--- src/gci_pkg.sv ---
// Constants and carrier types for the gain control and interpolation block
`default_nettype none
package gci_pkg;
    // ========================================================
    // Register map (serial port addresses)
    localparam logic [6:0] ADDR_RX_GAIN = 7'h09;
    localparam logic [6:0] ADDR_TX_GAIN = 7'h0A;
    localparam logic [6:0] ADDR_ROUTE = 7'h0B;
    localparam logic [6:0] ADDR_INTERP = 7'h0C;
    localparam logic [6:0] ADDR_OUTSEL = 7'h0E;
    // ========================================================
    // Field positions
    localparam int SPI_EN_BIT = 6;    // Update enable in both gain regs
    localparam int RT_TX_SEL = 6;     // Gain port drives transmit gain
    localparam int RT_RX_SEL = 5;     // Gain port drives receive gain
    localparam int RT_SW_STROBE = 3;  // Software gain strobe
    localparam int RT_TXPORT_EN = 2;  // Receive gain via nibble port
    localparam int RT_MAP3 = 1;       // Three-bit mapping, half duplex
    localparam int OS_DAC_ONLY = 0;   // Converter output only
    localparam int IC_FACT_HI = 7;    // Interpolation factor field
    localparam int IC_FACT_LO = 6;
    localparam logic [1:0] IC_FACT_X4 = 2'h0;
    localparam logic [1:0] IC_FACT_X2 = 2'h1;
    // ========================================================
    // Reset values
    localparam logic [5:0] RX_GAIN_RST = 6'h00;  // Minimum gain
    localparam logic [5:0] TX_GAIN_RST = 6'h00;  // Minimum attenuation
    localparam logic [7:0] ROUTE_RST = 8'h04;    // Nibble-port load on
    localparam logic [7:0] INTERP_RST = 8'h00;   // Four times
    localparam logic [7:0] OUTSEL_RST = 8'h00;
    // ========================================================
    // Gain mapping
    localparam logic [5:0] RX_CODE_MAX = 6'h3C;  // Code for top gain
    localparam logic [6:0] RX_DB_OFS = 7'h0C;    // Code 0 is -12 dB
    localparam logic [5:0] RX_COARSE_STEP = 6'h0C;
    localparam logic [5:0] TX_AMP_MAX = 6'h27;   // 39 half-dB steps
    // ========================================================
    // Interpolator geometry and latency, in half input words
    localparam int STG1_TAPS = 43;
    localparam int STG2_TAPS = 11;
    localparam int LAT_X2_HALF = 43;
    localparam int LAT_X4_HALF = 48;
    localparam int LAT_X2_WORDS = (LAT_X2_HALF + 1) / 2;
    localparam int LAT_X4_WORDS = (LAT_X4_HALF + 1) / 2;
    // ========================================================
    // Serial frame: read flag, seven address bits, eight data bits
    localparam logic [4:0] SPI_HDR_LAST = 5'h07;
    localparam logic [4:0] SPI_FRAME_LAST = 5'h0F;
    localparam logic [4:0] SPI_DONE = 5'h10;
    // ========================================================
    // Carriers
    typedef struct packed {
        logic sclk;
        logic sen_n;
        logic sdio;
    } gci_spi_in_t;
    typedef struct packed {
        logic clk;        // Interface clock seen at the nibble port
        logic phase;      // tx_nibble_phase
        logic [5:0] nib;
    } gci_txport_t;
    typedef struct packed {
        gci_spi_in_t spi;
        gci_txport_t tx;
        logic [5:0] pga;  // parallel_gain_port, bit 5 shared strobe
        logic fdx;        // Full-duplex mode strap
    } gci_pins_t;
    typedef struct packed {
        logic signed [6:0] db;  // Applied receive gain in dB
        logic [2:0] coarse;     // Coarse stage setting
        logic [3:0] fine;       // Fine stage setting
    } gci_rx_set_t;
endpackage
`default_nettype wire

--- src/gci_gain_ctrl.sv ---
// Gain registers, serial port, nibble port and interpolator timing
//
// Overview of operation
// - Six-bit receive code, -12..+48 dB through table
// - Receive gain resets to minimum, -12 dB
// - Receive reg: code 5:0, update enable bit 6
// - Nibble-port gain load only in full duplex
// - Strobe high, phase low: load nibble into gain
// - Strobe low routes nibbles to the interpolator
// - Bit 3 is a software strobe in full duplex
// - Bit 2 enables nibble-port gain, default on
// - Bit 1 selects three-bit half-duplex receive map
// - Gain port loads selected register without strobe
// - Bit 5 selects receive, bit 6 transmit
// - Transmit code gives 7.5 or 19.5 dB span
// - Converter map only with bit 0, four bits
// - Transmit reg: code 5:0, update enable bit 6
// - Transmit gain resets to zero, port routing off
// - Bits 7:6 pick factor four or two
// - Two half-band stages of 43 and 11 taps
// - Latency 21.5 words at two, 24 at four
`default_nettype none
module gci_gain_ctrl
    import gci_pkg::*;
#(
    parameter int DLY_DEPTH = LAT_X4_WORDS  // Interpolator delay line
)(
    input wire logic i_clk,
    input wire logic i_rstn,
    input wire logic i_ce,
    input wire gci_spi_in_t i_spi,
    input wire gci_txport_t i_txport,
    input wire logic [5:0] i_pga,
    input wire logic i_full_duplex,
    output logic o_spi_sdio_out,
    output logic o_spi_sdio_oe_n,
    output gci_rx_set_t o_rx_set,
    output logic [5:0] o_tx_atten,
    output logic o_tx_path_en,
    output logic [11:0] o_interp_word,
    output logic o_interp_valid,
    output logic o_interp_x2
);
    // ========================================================
    // Elaboration checks
    if (DLY_DEPTH < LAT_X4_WORDS)
    begin : g_chk
        $error("Delay line shorter than the four-times latency");
    end

    // ========================================================
    // State
    typedef struct packed {
        gci_pins_t s0;          // Pin synchroniser, first stage
        gci_pins_t s1;
        gci_pins_t s2;
        gci_pins_t f;           // Filtered pin levels
        logic [4:0] bit_cnt;    // Serial bits taken this frame
        logic rw;               // Frame is a read
        logic [6:0] addr;
        logic [7:0] shin;       // Serial input shifter
        logic [7:0] shout;      // Serial read-back shifter
        logic [5:0] rx_gain;
        logic rx_en;
        logic [5:0] tx_gain;
        logic tx_en;
        logic [7:0] route;
        logic [7:0] interp;
        logic [7:0] outsel;
        logic [5:0] msn;        // Held high nibble
        logic [DLY_DEPTH-1:0][11:0] dly;
        logic sdo;
        logic sdo_oe_n;
        gci_rx_set_t rx_set;
        logic [5:0] tx_atten;
        logic tx_path_en;
        logic [11:0] iword;
        logic ivalid;
        logic x2;
    } gci_state_t;

    // Reset image of the whole state
    function automatic gci_state_t rst_val();
        gci_state_t r;
        r = '0;
        r.s0.spi.sen_n = 1'b1;
        r.s1.spi.sen_n = 1'b1;
        r.s2.spi.sen_n = 1'b1;
        r.f.spi.sen_n = 1'b1;
        r.rx_gain = RX_GAIN_RST;
        r.tx_gain = TX_GAIN_RST;
        r.route = ROUTE_RST;
        r.interp = INTERP_RST;
        r.outsel = OUTSEL_RST;
        r.sdo_oe_n = 1'b1;
        r.tx_path_en = 1'b1;
        r.rx_set.db = -$signed(RX_DB_OFS);
        return r;
    endfunction
    localparam gci_state_t Q_RST = rst_val();

    // Receive table: code split over coarse and fine stages
    function automatic gci_rx_set_t rx_lut(input logic [5:0] code);
        logic [5:0] c;
        gci_rx_set_t r;
        c = (code > RX_CODE_MAX) ? RX_CODE_MAX : code;
        r.db = $signed({1'b0, c}) - $signed(RX_DB_OFS);
        r.coarse = 3'(c / RX_COARSE_STEP);
        r.fine = 4'(c % RX_COARSE_STEP);
        return r;
    endfunction

    // Level filter: a bit changes once stages two and three agree
    function automatic gci_pins_t filt(input gci_pins_t a,
                                       input gci_pins_t b,
                                       input gci_pins_t old);
        filt = (~(a ^ b) & b) | ((a ^ b) & old);
    endfunction

    gci_state_t q;
    gci_state_t n;
    logic rst_meta;
    logic rst_n;
    gci_pins_t pins;
    logic sclk_rise;
    logic sclk_fall;
    logic if_rise;
    logic strobe;
    logic link_load;
    logic word_push;
    logic spi_wr;
    logic [7:0] wdata;
    logic [7:0] rdata;
    logic [4:0] tap;

    // ========================================================
    // Reset release, asserted at once, released over two edges
    always_ff @(posedge i_clk or negedge i_rstn)
    begin
        if (!i_rstn)
        begin
            rst_meta <= 1'b0;
            rst_n <= 1'b0;
        end
        else
        begin
            rst_meta <= 1'b1;
            rst_n <= rst_meta;
        end
    end

    // ========================================================
    // Register read-back of applied values, gains only while enabled
    always_comb
    begin
        rdata = 8'h00;
        unique case (q.addr)
            // Gain reads only show data while the enable is set
            ADDR_RX_GAIN: rdata = q.rx_en ? {2'b01, q.rx_gain} : 8'h00;
            ADDR_TX_GAIN: rdata = q.tx_en ? {2'b01, q.tx_gain} : 8'h00;
            ADDR_ROUTE: rdata = q.route;
            ADDR_INTERP: rdata = q.interp;
            ADDR_OUTSEL: rdata = q.outsel;
            default: rdata = 8'h00;  // Unmapped reads as zero
        endcase
    end

    // ========================================================
    // Next state
    always_comb
    begin
        pins = '{spi: i_spi, tx: i_txport, pga: i_pga,
                 fdx: i_full_duplex};
        n = q;
        n.ivalid = 1'b0;
        n.s0 = pins;
        n.s1 = q.s0;
        n.s2 = q.s1;
        n.f = filt(q.s1, q.s2, q.f);
        sclk_rise = n.f.spi.sclk & ~q.f.spi.sclk;
        sclk_fall = ~n.f.spi.sclk & q.f.spi.sclk;
        if_rise = n.f.tx.clk & ~q.f.tx.clk;
        wdata = {q.shin[6:0], n.f.spi.sdio};
        spi_wr = 1'b0;
        link_load = 1'b0;
        word_push = 1'b0;

        // Gain port, lowest priority; copied on every cycle
        if (q.route[RT_RX_SEL])
        begin
            // Half duplex may use only three bits, in 8 dB steps
            if (q.route[RT_MAP3] && !q.f.fdx)
                n.rx_gain = {q.f.pga[2:0], 3'h0};
            else
                n.rx_gain = q.f.pga;
        end
        if (q.route[RT_TX_SEL])
            n.tx_gain = q.f.pga;

        // Nibble port on the rising edge of the interface clock
        strobe = q.f.fdx & (q.f.pga[5] | q.route[RT_SW_STROBE]);
        if (if_rise)
        begin
            if (strobe)
            begin
                // Strobed nibble goes to the gain, never the filter
                if (!n.f.tx.phase && q.route[RT_TXPORT_EN])
                begin
                    link_load = 1'b1;
                    n.rx_gain = n.f.tx.nib;
                end
            end
            else if (!n.f.tx.phase)
                n.msn = n.f.tx.nib;
            else
            begin
                word_push = 1'b1;
                n.dly = {q.dly[DLY_DEPTH-2:0], {q.msn, n.f.tx.nib}};
            end
        end

        // Serial port frame handling
        if (n.f.spi.sen_n)
        begin
            n.bit_cnt = 5'h00;
            n.sdo_oe_n = 1'b1;
        end
        else if (sclk_rise && q.bit_cnt != SPI_DONE)
        begin
            n.shin = wdata;
            n.bit_cnt = q.bit_cnt + 5'h01;
            if (q.bit_cnt == SPI_HDR_LAST)
            begin
                n.rw = q.shin[6];
                n.addr = wdata[6:0];
            end
            if (q.bit_cnt == SPI_FRAME_LAST && !q.rw)
                spi_wr = 1'b1;
        end
        else if (sclk_fall && q.rw && q.bit_cnt[4:3] == 2'h1)
        begin
            // First falling edge after the address loads read data
            n.shout = (q.bit_cnt == SPI_HDR_LAST + 5'h01 && q.sdo_oe_n)
                      ? {rdata[6:0], 1'b0} : {q.shout[6:0], 1'b0};
            n.sdo = (q.bit_cnt == SPI_HDR_LAST + 5'h01 && q.sdo_oe_n)
                    ? rdata[7] : q.shout[7];
            n.sdo_oe_n = 1'b0;
        end

        // Serial writes win over both fast paths
        if (spi_wr)
        begin
            unique case (q.addr)
                ADDR_RX_GAIN:
                begin
                    n.rx_en = wdata[SPI_EN_BIT];
                    if (wdata[SPI_EN_BIT])
                        n.rx_gain = wdata[5:0];
                end
                ADDR_TX_GAIN:
                begin
                    n.tx_en = wdata[SPI_EN_BIT];
                    if (wdata[SPI_EN_BIT])
                        n.tx_gain = wdata[5:0];
                end
                ADDR_ROUTE: n.route = wdata;
                ADDR_INTERP: n.interp = wdata;
                ADDR_OUTSEL: n.outsel = wdata;
                default: n.route = q.route;  // Unmapped writes dropped
            endcase
        end

        // Registered outputs
        n.rx_set = rx_lut(n.rx_gain);
        if (n.outsel[OS_DAC_ONLY])
            n.tx_atten = {2'h0, n.tx_gain[3:0]};
        else
            n.tx_atten = (n.tx_gain > TX_AMP_MAX) ? TX_AMP_MAX : n.tx_gain;
        // A high shared bit in full duplex stalls the transmit path
        n.tx_path_en = ~(n.f.fdx & n.f.pga[5]);
        // Reserved factor codes fall back to four times
        n.x2 = (n.interp[IC_FACT_HI:IC_FACT_LO] == IC_FACT_X2);
        // Filter stages replaced by their pipeline delay, words late
        tap = n.x2 ? 5'(LAT_X2_WORDS) : 5'(LAT_X4_WORDS);
        if (word_push)
        begin
            n.ivalid = 1'b1;
            // Read before the shift, so the word is a full tap old
            n.iword = q.dly[tap - 5'h01];
        end
    end

    // ========================================================
    // State register, frozen while the clock enable is low
    always_ff @(posedge i_clk or negedge rst_n)
    begin
        if (!rst_n)
            q <= Q_RST;
        else if (i_ce)
            q <= n;
    end

    assign o_spi_sdio_out = q.sdo;
    assign o_spi_sdio_oe_n = q.sdo_oe_n;
    assign o_rx_set = q.rx_set;
    assign o_tx_atten = q.tx_atten;
    assign o_tx_path_en = q.tx_path_en;
    assign o_interp_word = q.iword;
    assign o_interp_valid = q.ivalid;
    assign o_interp_x2 = q.x2;

    // ========================================================
    // Assertions
    property p_rx_db;
        @(posedge i_clk) disable iff (!rst_n)
        q.rx_gain <= RX_CODE_MAX |->
            o_rx_set.db == $signed({1'b0, q.rx_gain}) - 7'sd12;
    endproperty
    a_rx_db: assert property (p_rx_db)
        else $error("Receive gain in dB does not follow the code");

    property p_rx_min;
        @(posedge i_clk) disable iff (!rst_n)
        $rose(rst_n) |-> q.rx_gain == 6'h00 && o_rx_set.db == -7'sd12;
    endproperty
    a_rx_min: assert property (p_rx_min)
        else $error("Receive gain not minimum after reset");

    property p_spi_rx;
        @(posedge i_clk) disable iff (!rst_n)
        i_ce && spi_wr && q.addr == ADDR_RX_GAIN && wdata[SPI_EN_BIT]
            && wdata[5:0] <= RX_CODE_MAX |=>
            q.rx_gain == $past(wdata[5:0]) &&
            o_rx_set.db == $signed({1'b0, $past(wdata[5:0])}) - 7'sd12;
    endproperty
    a_spi_rx: assert property (p_spi_rx)
        else $error("Serial receive gain write not applied");

    property p_link_load;
        @(posedge i_clk) disable iff (!rst_n)
        i_ce && link_load && !spi_wr |=>
            $past(q.f.fdx) && q.rx_gain == $past(n.f.tx.nib);
    endproperty
    a_link_load: assert property (p_link_load)
        else $error("Nibble-port gain load wrong");

    property p_word;
        @(posedge i_clk) disable iff (!rst_n)
        i_ce && word_push |-> !strobe ##1
            q.dly[0] == {$past(q.msn), $past(n.f.tx.nib)} && o_interp_valid;
    endproperty
    a_word: assert property (p_word)
        else $error("Nibble pair not routed to the interpolator");

    property p_pga_tx;
        @(posedge i_clk) disable iff (!rst_n)
        i_ce && q.route[6] && !spi_wr |=> q.tx_gain == $past(q.f.pga);
    endproperty
    a_pga_tx: assert property (p_pga_tx)
        else $error("Gain port did not reach the transmit gain");

    property p_tx_path;
        @(posedge i_clk) disable iff (!rst_n)
        i_ce && n.f.fdx && n.f.pga[5] |=> !o_tx_path_en;
    endproperty
    a_tx_path: assert property (p_tx_path)
        else $error("Transmit path left on with shared bit high");

    property p_dac_map;
        @(posedge i_clk) disable iff (!rst_n)
        q.outsel[0] |-> o_tx_atten == {2'h0, q.tx_gain[3:0]};
    endproperty
    a_dac_map: assert property (p_dac_map)
        else $error("Converter-only attenuation map wrong");
endmodule
`default_nettype wire

--- config.mk ---
export PLATFORM = sky130hd
export DESIGN_NAME = gci_gain_ctrl
export DESIGN_NICKNAME = d
export VERILOG_FILES = /design/src/gci_pkg.sv /design/src/gci_gain_ctrl.sv
export SDC_FILE = /design/constraint.sdc
export NUM_CORES = 1
export LEC_CHECK = 0
export BUFFER_PORTS_ARGS = -buffer_cell sky130_fd_sc_hd__buf_4
export CAP_MARGIN = 20
export CORE_ASPECT_RATIO = 0.6
export CORE_UTILIZATION = 55
export CTS_BUF_LIST = sky130_fd_sc_hd__clkbuf_2
export DETAILED_ROUTE_END_ITERATION = 10
export GPL_TIMING_DRIVEN = 1
export PLACE_DENSITY = 0.72
export SKIP_CTS_REPAIR_TIMING = 1
export SYNTH_ARGS = -nofsm -noshare
export SYNTH_HDL_FRONTEND = slang
export SYNTH_SLANG_ARGS = --single-unit
--- constraint.sdc ---
create_clock -name i_clk -period 34.4 [get_ports i_clk]
set_clock_uncertainty 0.1 [all_clocks]
set_input_delay 10.32 -clock i_clk [delete_from_list [all_inputs] [get_ports i_clk]]
set_output_delay 10.32 -clock i_clk [all_outputs]
set_load 0.02 [all_outputs]
==> results of run 1 <==
==> flip-flops by register name, summed over array words and instances, names as in the netlist, named ones only <==
signal           flops
n                   36
rst_meta             1
o_tx_atten           6
o_spi_sdio_oe_n      1
q                  390
o_tx_path_en         1
o_rx_set            12
o_interp_word       12
rst_n                1
o_interp_x2          1
o_spi_sdio_out       1
o_interp_valid       1
==> logic make-up (layout without fill, tap and decap cells) <==
group                    count (synthesis)  in the layout  synth area share [%]
AND/OR/NAND/NOR                        172            172                 4.504
adder cells (fa/ha/maj)                 19             19                 1.128
flip-flops                             468            468                 61.44
AO/OA/AOI/OAI                          171            171                 5.199
buffers and inverters                  133            283                 3.376
multiplexers                           411            411                 24.11
XOR/XNOR                                 5              5                0.2295
other                                    1              2               0.01965
==> cells in the mapped netlist (all sizes together), types with 4 or more instances <==
library cell / number / share of area [%]
nand3: 6 / 0.22
nor2: 37 / 0.81
nor3: 4 / 0.10
and2: 6 / 0.20
nor2b: 5 / 0.16
maj3: 9 / 0.47
dfstp: 11 / 1.5
nand4b: 4 / 0.18
a221oi: 4 / 0.18
o2bb2ai: 7 / 0.32
inv: 30 / 0.59
clkbuf: 63 / 1.2
nand2: 81 / 1.6
a2bb2oi: 4 / 0.18
buf: 40 / 1.5
a21oi: 41 / 1.1
mux2i: 32 / 1.7
ha: 10 / 0.66
o21ai: 90 / 2.4
and3: 4 / 0.13
mux2: 379 / 22
dfrtp: 457 / 60
nand4: 6 / 0.20
o211ai: 4 / 0.16
==> metrics by stage <==
stage / cell area [um^2] / power (uW)
finish: 20680 / 1112
global route: 20680 / 1175
CTS: 20650 / 1128
detailed placement: 19670 / 771.0
global placement: 19670 / 764.2
floorplan: 19080 / 725.5
==> cell type report <==
class / count / area (um^2) / share of cell area (%)
flip-flops and latches: 468 / 11730 / 56.72
multi-input cells: 779 / 6728 / 32.54
clock buffers: 155 / 775.7 / 3.752
well taps: 459 / 574.3 / 2.777
repair buffers: 69 / 550.5 / 2.662
clock inverters: 29 / 205.2 / 0.9924
inverters: 30 / 112.6 / 0.5446
diodes: 1 / 2.502 / 0.01210
==> worst max path at each step <==
stage / start / to / cells past startpoint
6_report: i_ce / q[89] / 7
5_1_grt: i_ce / q[324] / 6
4_1_cts: i_ce / q[178] / 6
3_5_place_dp: i_ce / q[119] / 6
3_3_place_gp: i_ce / q[71] / 6
2_1_floorplan: rst_n / asynchronous set/reset pin / 0
==> routing by layer <==
| layer | wire, um | global-route usage [%] |
|---|---|---|
| met2 | 13890 | 26.26 |
| met5 | 0 | 0 |
| met4 | 456 | 6.835 |
| met1 | 17090 | 31.70 |
| met3 | 2725 | 6.103 |
==> placed cells by master, fill, tap and decap left out, types with 5 or more instances in the layout <==
cell	n
nand2_1	80
inv_1	30
mux2i_1	31
dfstp_2	11
o21ai_1	11
nor2_1	36
nor2b_1	5
a21oi_1	41
dfrtp_1	456
nand4_1	6
mux2_2	379
buf_4	67
ha_1	10
maj3_1	9
clkinv_1	17
clkbuf_2	155
o2bb2ai_1	7
o21ai_0	78
==> power by group through the flow <==
stage / clock network [uW] / logic, uW / registers [uW]
4_1_cts: 367 / 121 / 640
5_1_grt: 396 / 132 / 647
6_report: 351 / 119 / 641
3_3_place_gp: 0 / 115 / 649
3_5_place_dp: 0 / 120 / 651
2_1_floorplan: 0 / 91.6 / 634
==> critical path: stages <==
cell	delay, ns
buf_4	0.36
nand2_1	0.12
nor3_1	0.32
nand3_4	0.76
buf_4	0.53
buf_16	0.25
mux2_2	0.34
==> results_dict.tcl, run 1 <==
set metrics [dict create \
    hold-path-endpoint "rst_n" \
    setup_viol 0 \
    cts_root_buf "clkbuf_2" \
    synth_ff_type "dfrtp_1" \
    clk_pin_slew_worst_paths_ns 0.11 \
    grt_max_degree 194 \
    grt_usage_pct 20.18 \
    dr.pass1.iters 5 \
    antenna_left 0 \
    path_max_fanout 83 \
    grt_pass1_wl_mm 56.65 \
    postSynthAreaPerCell_um2 13.83 \
    yosysWarnings 0 \
    viasPerCell 5.417 \
    synthArstFlopShare_pct 100.0 \
    p_clk_share_pct 31.6 \
    ys_types 64 \
    slew_violations 0 \
    synth_nets 1411 \
    min-delay-start "rst_meta" \
    numPortBuffers 57 \
    gp_congestion 0.8787 \
    setup_slack_ns 22.07 \
    slew_headroom_pct 29.07 \
    p_int_uw 789.8 \
    hp-class "flop to flop" \
    num-fill-cells 2683 \
    switching_share_pct 28.97 \
    htreeDepth 3 \
    synth_seq_area_share_pct 61.44 \
    r2r-end "o_rx_set[3]" \
    worstPathRequired_ns 35.17 \
    row_count 52 \
    syn2layout_area_growth_pct 8.346 \
    hold_viol 0 \
    cap_viol_max_count 0 \
    die-area_um2 35470 \
    vias 10780 \
    fp.dieH_um 146.3 \
    clk-insertion-delay-late_ns 1.00 \
    pre_cts_slack_ns 20.99 \
    critPathKind "input pin to flop" \
    grt_setup_unrepaired "no" \
    utilization_pct 61.00 \
    tightest_slew_ns 1.064 \
    worst_hold_slack_ns 0.2707 \
    route.detailed.drc 0 \
    cts-buffers-inserted 101 \
    start_util_pct 56.30 \
    synth_seq_cells 468 \
    final_nets 1480 \
    grt_pass1_vias 10800 \
    io_pins 58 \
    ir_drop_mv 0.03789 \
    cts_buffer_depth 3 \
    core_area_um2 33900 \
    reg2reg_setup_slack_ns 29.15 \
    syn_inst 1380 \
    start_kind "input pin" \
    clock_sinks 468 \
    fmax_mhz 81.10 \
    status "completed" \
    dp_hpwl_mm 22.12 \
    worstRegToRegCells 18 \
    wl_per_cell_um 17.16 \
    worstPathArrival_ns 13.10 \
    p_comb_share_pct 10.7 \
    synth_edf_count 0 \
    syn-cell-area_um2 19080 \
    drt-initial-drc-count 989 \
    cts_tree "yes" \
    gr-total-overflow 0 \
    antenna_found_initial 1 \
    tns_ns 0 \
    min_period_ns 12.33 \
    reg2reg_from "q[393]" \
    layout-drive-gt1-share_pct 41.83 \
    dp.cells 1804 \
    fin_crit_sh_pct 35.84 \
    cellPowerDensity_nw_per_um2 53.77 \
    routed_wl_mm 34.16 \
    end_kind "flop" \
    p_leak_uw 0.01038 \
    min_path_cells 0 \
    p_seq_share_pct 57.7 \
    stdcell_count 1990 \
    p_switching_uw 322.1 \
    die_width_um 242.5 \
]
(Power assumes the default switching activity.)
==> inputs of run 2 (changes only) <==
--- a/config.mk
+++ b/config.mk
@@ -12,7 +12,7 @@
 export CTS_BUF_LIST = sky130_fd_sc_hd__clkbuf_2
 export DETAILED_ROUTE_END_ITERATION = 10
 export GPL_TIMING_DRIVEN = 1
-export PLACE_DENSITY = 0.72
+export PLACE_DENSITY = 0.75
 export SKIP_CTS_REPAIR_TIMING = 1
 export SYNTH_ARGS = -nofsm -noshare
 export SYNTH_HDL_FRONTEND = slang
==> constraint.sdc (replaced) <==
create_clock -name i_clk -period 11.26 [get_ports i_clk]
set_clock_uncertainty 0.1 [all_clocks]
set_input_delay 3.378 -clock i_clk [delete_from_list [all_inputs] [get_ports i_clk]]
set_output_delay 3.378 -clock i_clk [all_outputs]
set_load 0.02 [all_outputs]
==> results_dict.tcl, run 2 (synthesis gave the netlist of run 1 again) <==
set metrics [dict create \
    status "completed" \
    clk-insertion-delay-late_ns 1.00 \
    hp-class "flop to asynchronous set/reset pin" \
    grt_pass1_wl_mm 56.52 \
    p_clk_share_pct 29.0 \
    m1WireLength_mm 17.03 \
    cellPowerDensity_nw_per_um2 159.3 \
    tns_ns 0 \
    wl_met3_mm 2.112 \
    fin_crit_sh_pct 49.85 \
    reg2reg_setup_slack_ns 5.98 \
    slew_headroom_pct 29.36 \
    die_width_um 242.5 \
    ir_drop_mv 0.09082 \
    routed_wl_mm 33.23 \
    grt_pass1_vias 10660 \
    cts-buffers-inserted 102 \
    reg2reg_from "q[393]" \
    grt_max_degree 215 \
    setup_viol 0 \
    worstPathArrival_ns 6.36 \
    clock_sinks 468 \
    antenna_left 0 \
    final_nets 1479 \
    fmax_mhz 178.1 \
    worstPathRequired_ns 12.00 \
    gp_congestion 0.8702 \
    vias 10640 \
    cts_root_buf "clkbuf_2" \
    final_cell_mix "dfrtp_1, mux2_2, clkbuf_2" \
    hold_viol 0 \
    largest_register_ffs 390 \
    p_seq_share_pct 59.9 \
    regMostFlops "q" \
    cts_tree "yes" \
    die-area_um2 35470 \
    top_layer "met4" \
    route.detailed.drc 0 \
    viasPerCell 5.389 \
    syn2layout_area_growth_pct 7.513 \
    p_leak_uw 0.01028 \
    wl_met2_mm 13.68 \
    p_switching_uw 954.2 \
    end_kind "flop" \
    start_util_pct 56.30 \
    path_max_fanout 214 \
    drt-initial-drc-count 768 \
    wl_per_cell_um 16.82 \
    p_int_uw 2313 \
    cap_viol_max_count 0 \
    start_kind "input pin" \
    dp_hpwl_mm 21.40 \
    row_count 52 \
    fp.dieH_um 146.3 \
    clk_pin_slew_worst_paths_ns 0.11 \
    io_pins 58 \
    layout-drive-gt1-share_pct 40.89 \
    p_comb_share_pct 11.0 \
    dr.pass1.iters 6 \
    final_common_cell "dfrtp_1" \
    tightest_slew_ns 1.060 \
    final_area_um2 20520 \
    grt_usage_pct 19.94 \
    grt_setup_unrepaired "no" \
    num-fill-cells 2699 \
    slew_violations 0 \
    gr-total-overflow 0 \
    worst_hold_slack_ns 0.2663 \
    cts_buffer_depth 3 \
    numPortBuffers 57 \
    r2r-end "o_rx_set[3]" \
    core_area_um2 33900 \
    switching_share_pct 29.20 \
    htreeDepth 3 \
    critPathKind "input pin to flop" \
    antenna_found_initial 2 \
    worstRegToRegCells 18 \
    placed_cell_area_um2 19660 \
    min_period_ns 5.614 \
]
## run 2: power groups by stage
stage / sequential [uW] / combinational (uW) / clock (uW)
6_report: 1960 / 360 / 949
5_1_grt: 1980 / 404 / 1080
3_5_place_dp: 1990 / 363 / 0
3_3_place_gp: 1980 / 350 / 0
4_1_cts: 1960 / 364 / 996
2_1_floorplan: 1940 / 280 / 0
## run 2: metrics by stage
step / power (uW) / utilization, % / cells / setup WS [ns]
3_3_place_gp: 2333 / 58.01 / 1802 / 4.726
3_5_place_dp: 2353 / 58.01 / 1802 / 4.702
2_1_floorplan: 2215 / - / 1380 / 3.545
5_1_grt: 3465 / 60.53 / 1975 / 5.567
6_report: 3268 / 60.53 / 1975 / 5.646
4_1_cts: 3317 / 60.43 / 1972 / 5.790
## run 2: layout make-up
class / instances / area (um^2) / share of cell area [%]
Inverter: 30 / 112.6 / 0.5488
Tap cell: 459 / 574.3 / 2.799
Timing Repair Buffer: 67 / 548.0 / 2.671
Antenna cell: 2 / 5.005 / 0.02439
Multi-Input combinational cell: 779 / 6728 / 32.79
Sequential cell: 468 / 11730 / 57.16
Clock buffer: 142 / 710.7 / 3.464
Clock inverter: 28 / 111.4 / 0.5427
## run 2: worst max path at each step
stage / from / to
final: i_ce / q[291]
after global routing: i_ce / q[244]
after CTS: i_ce / q[243]
after detailed placement: i_ce / q[243]
after global placement: i_ce / q[292]
after floorplan: rst_n / asynchronous set/reset pin
## run 2: layer usage
layer / up-vias / track usage, %
li1: 5030 / -
met1: 5319 / 32.19
met2: 259 / 25.72
met3: 35 / 5.386
met4: 0 / 6.234
met5: - / 0
## run 2: worst max-delay path: stages
cell	delay, ns
buf_4	0.23
nand2_1	0.12
nor3_1	0.08
nand3_4	0.48
buf_4	0.65
buf_12	0.76
mux2_2	0.42
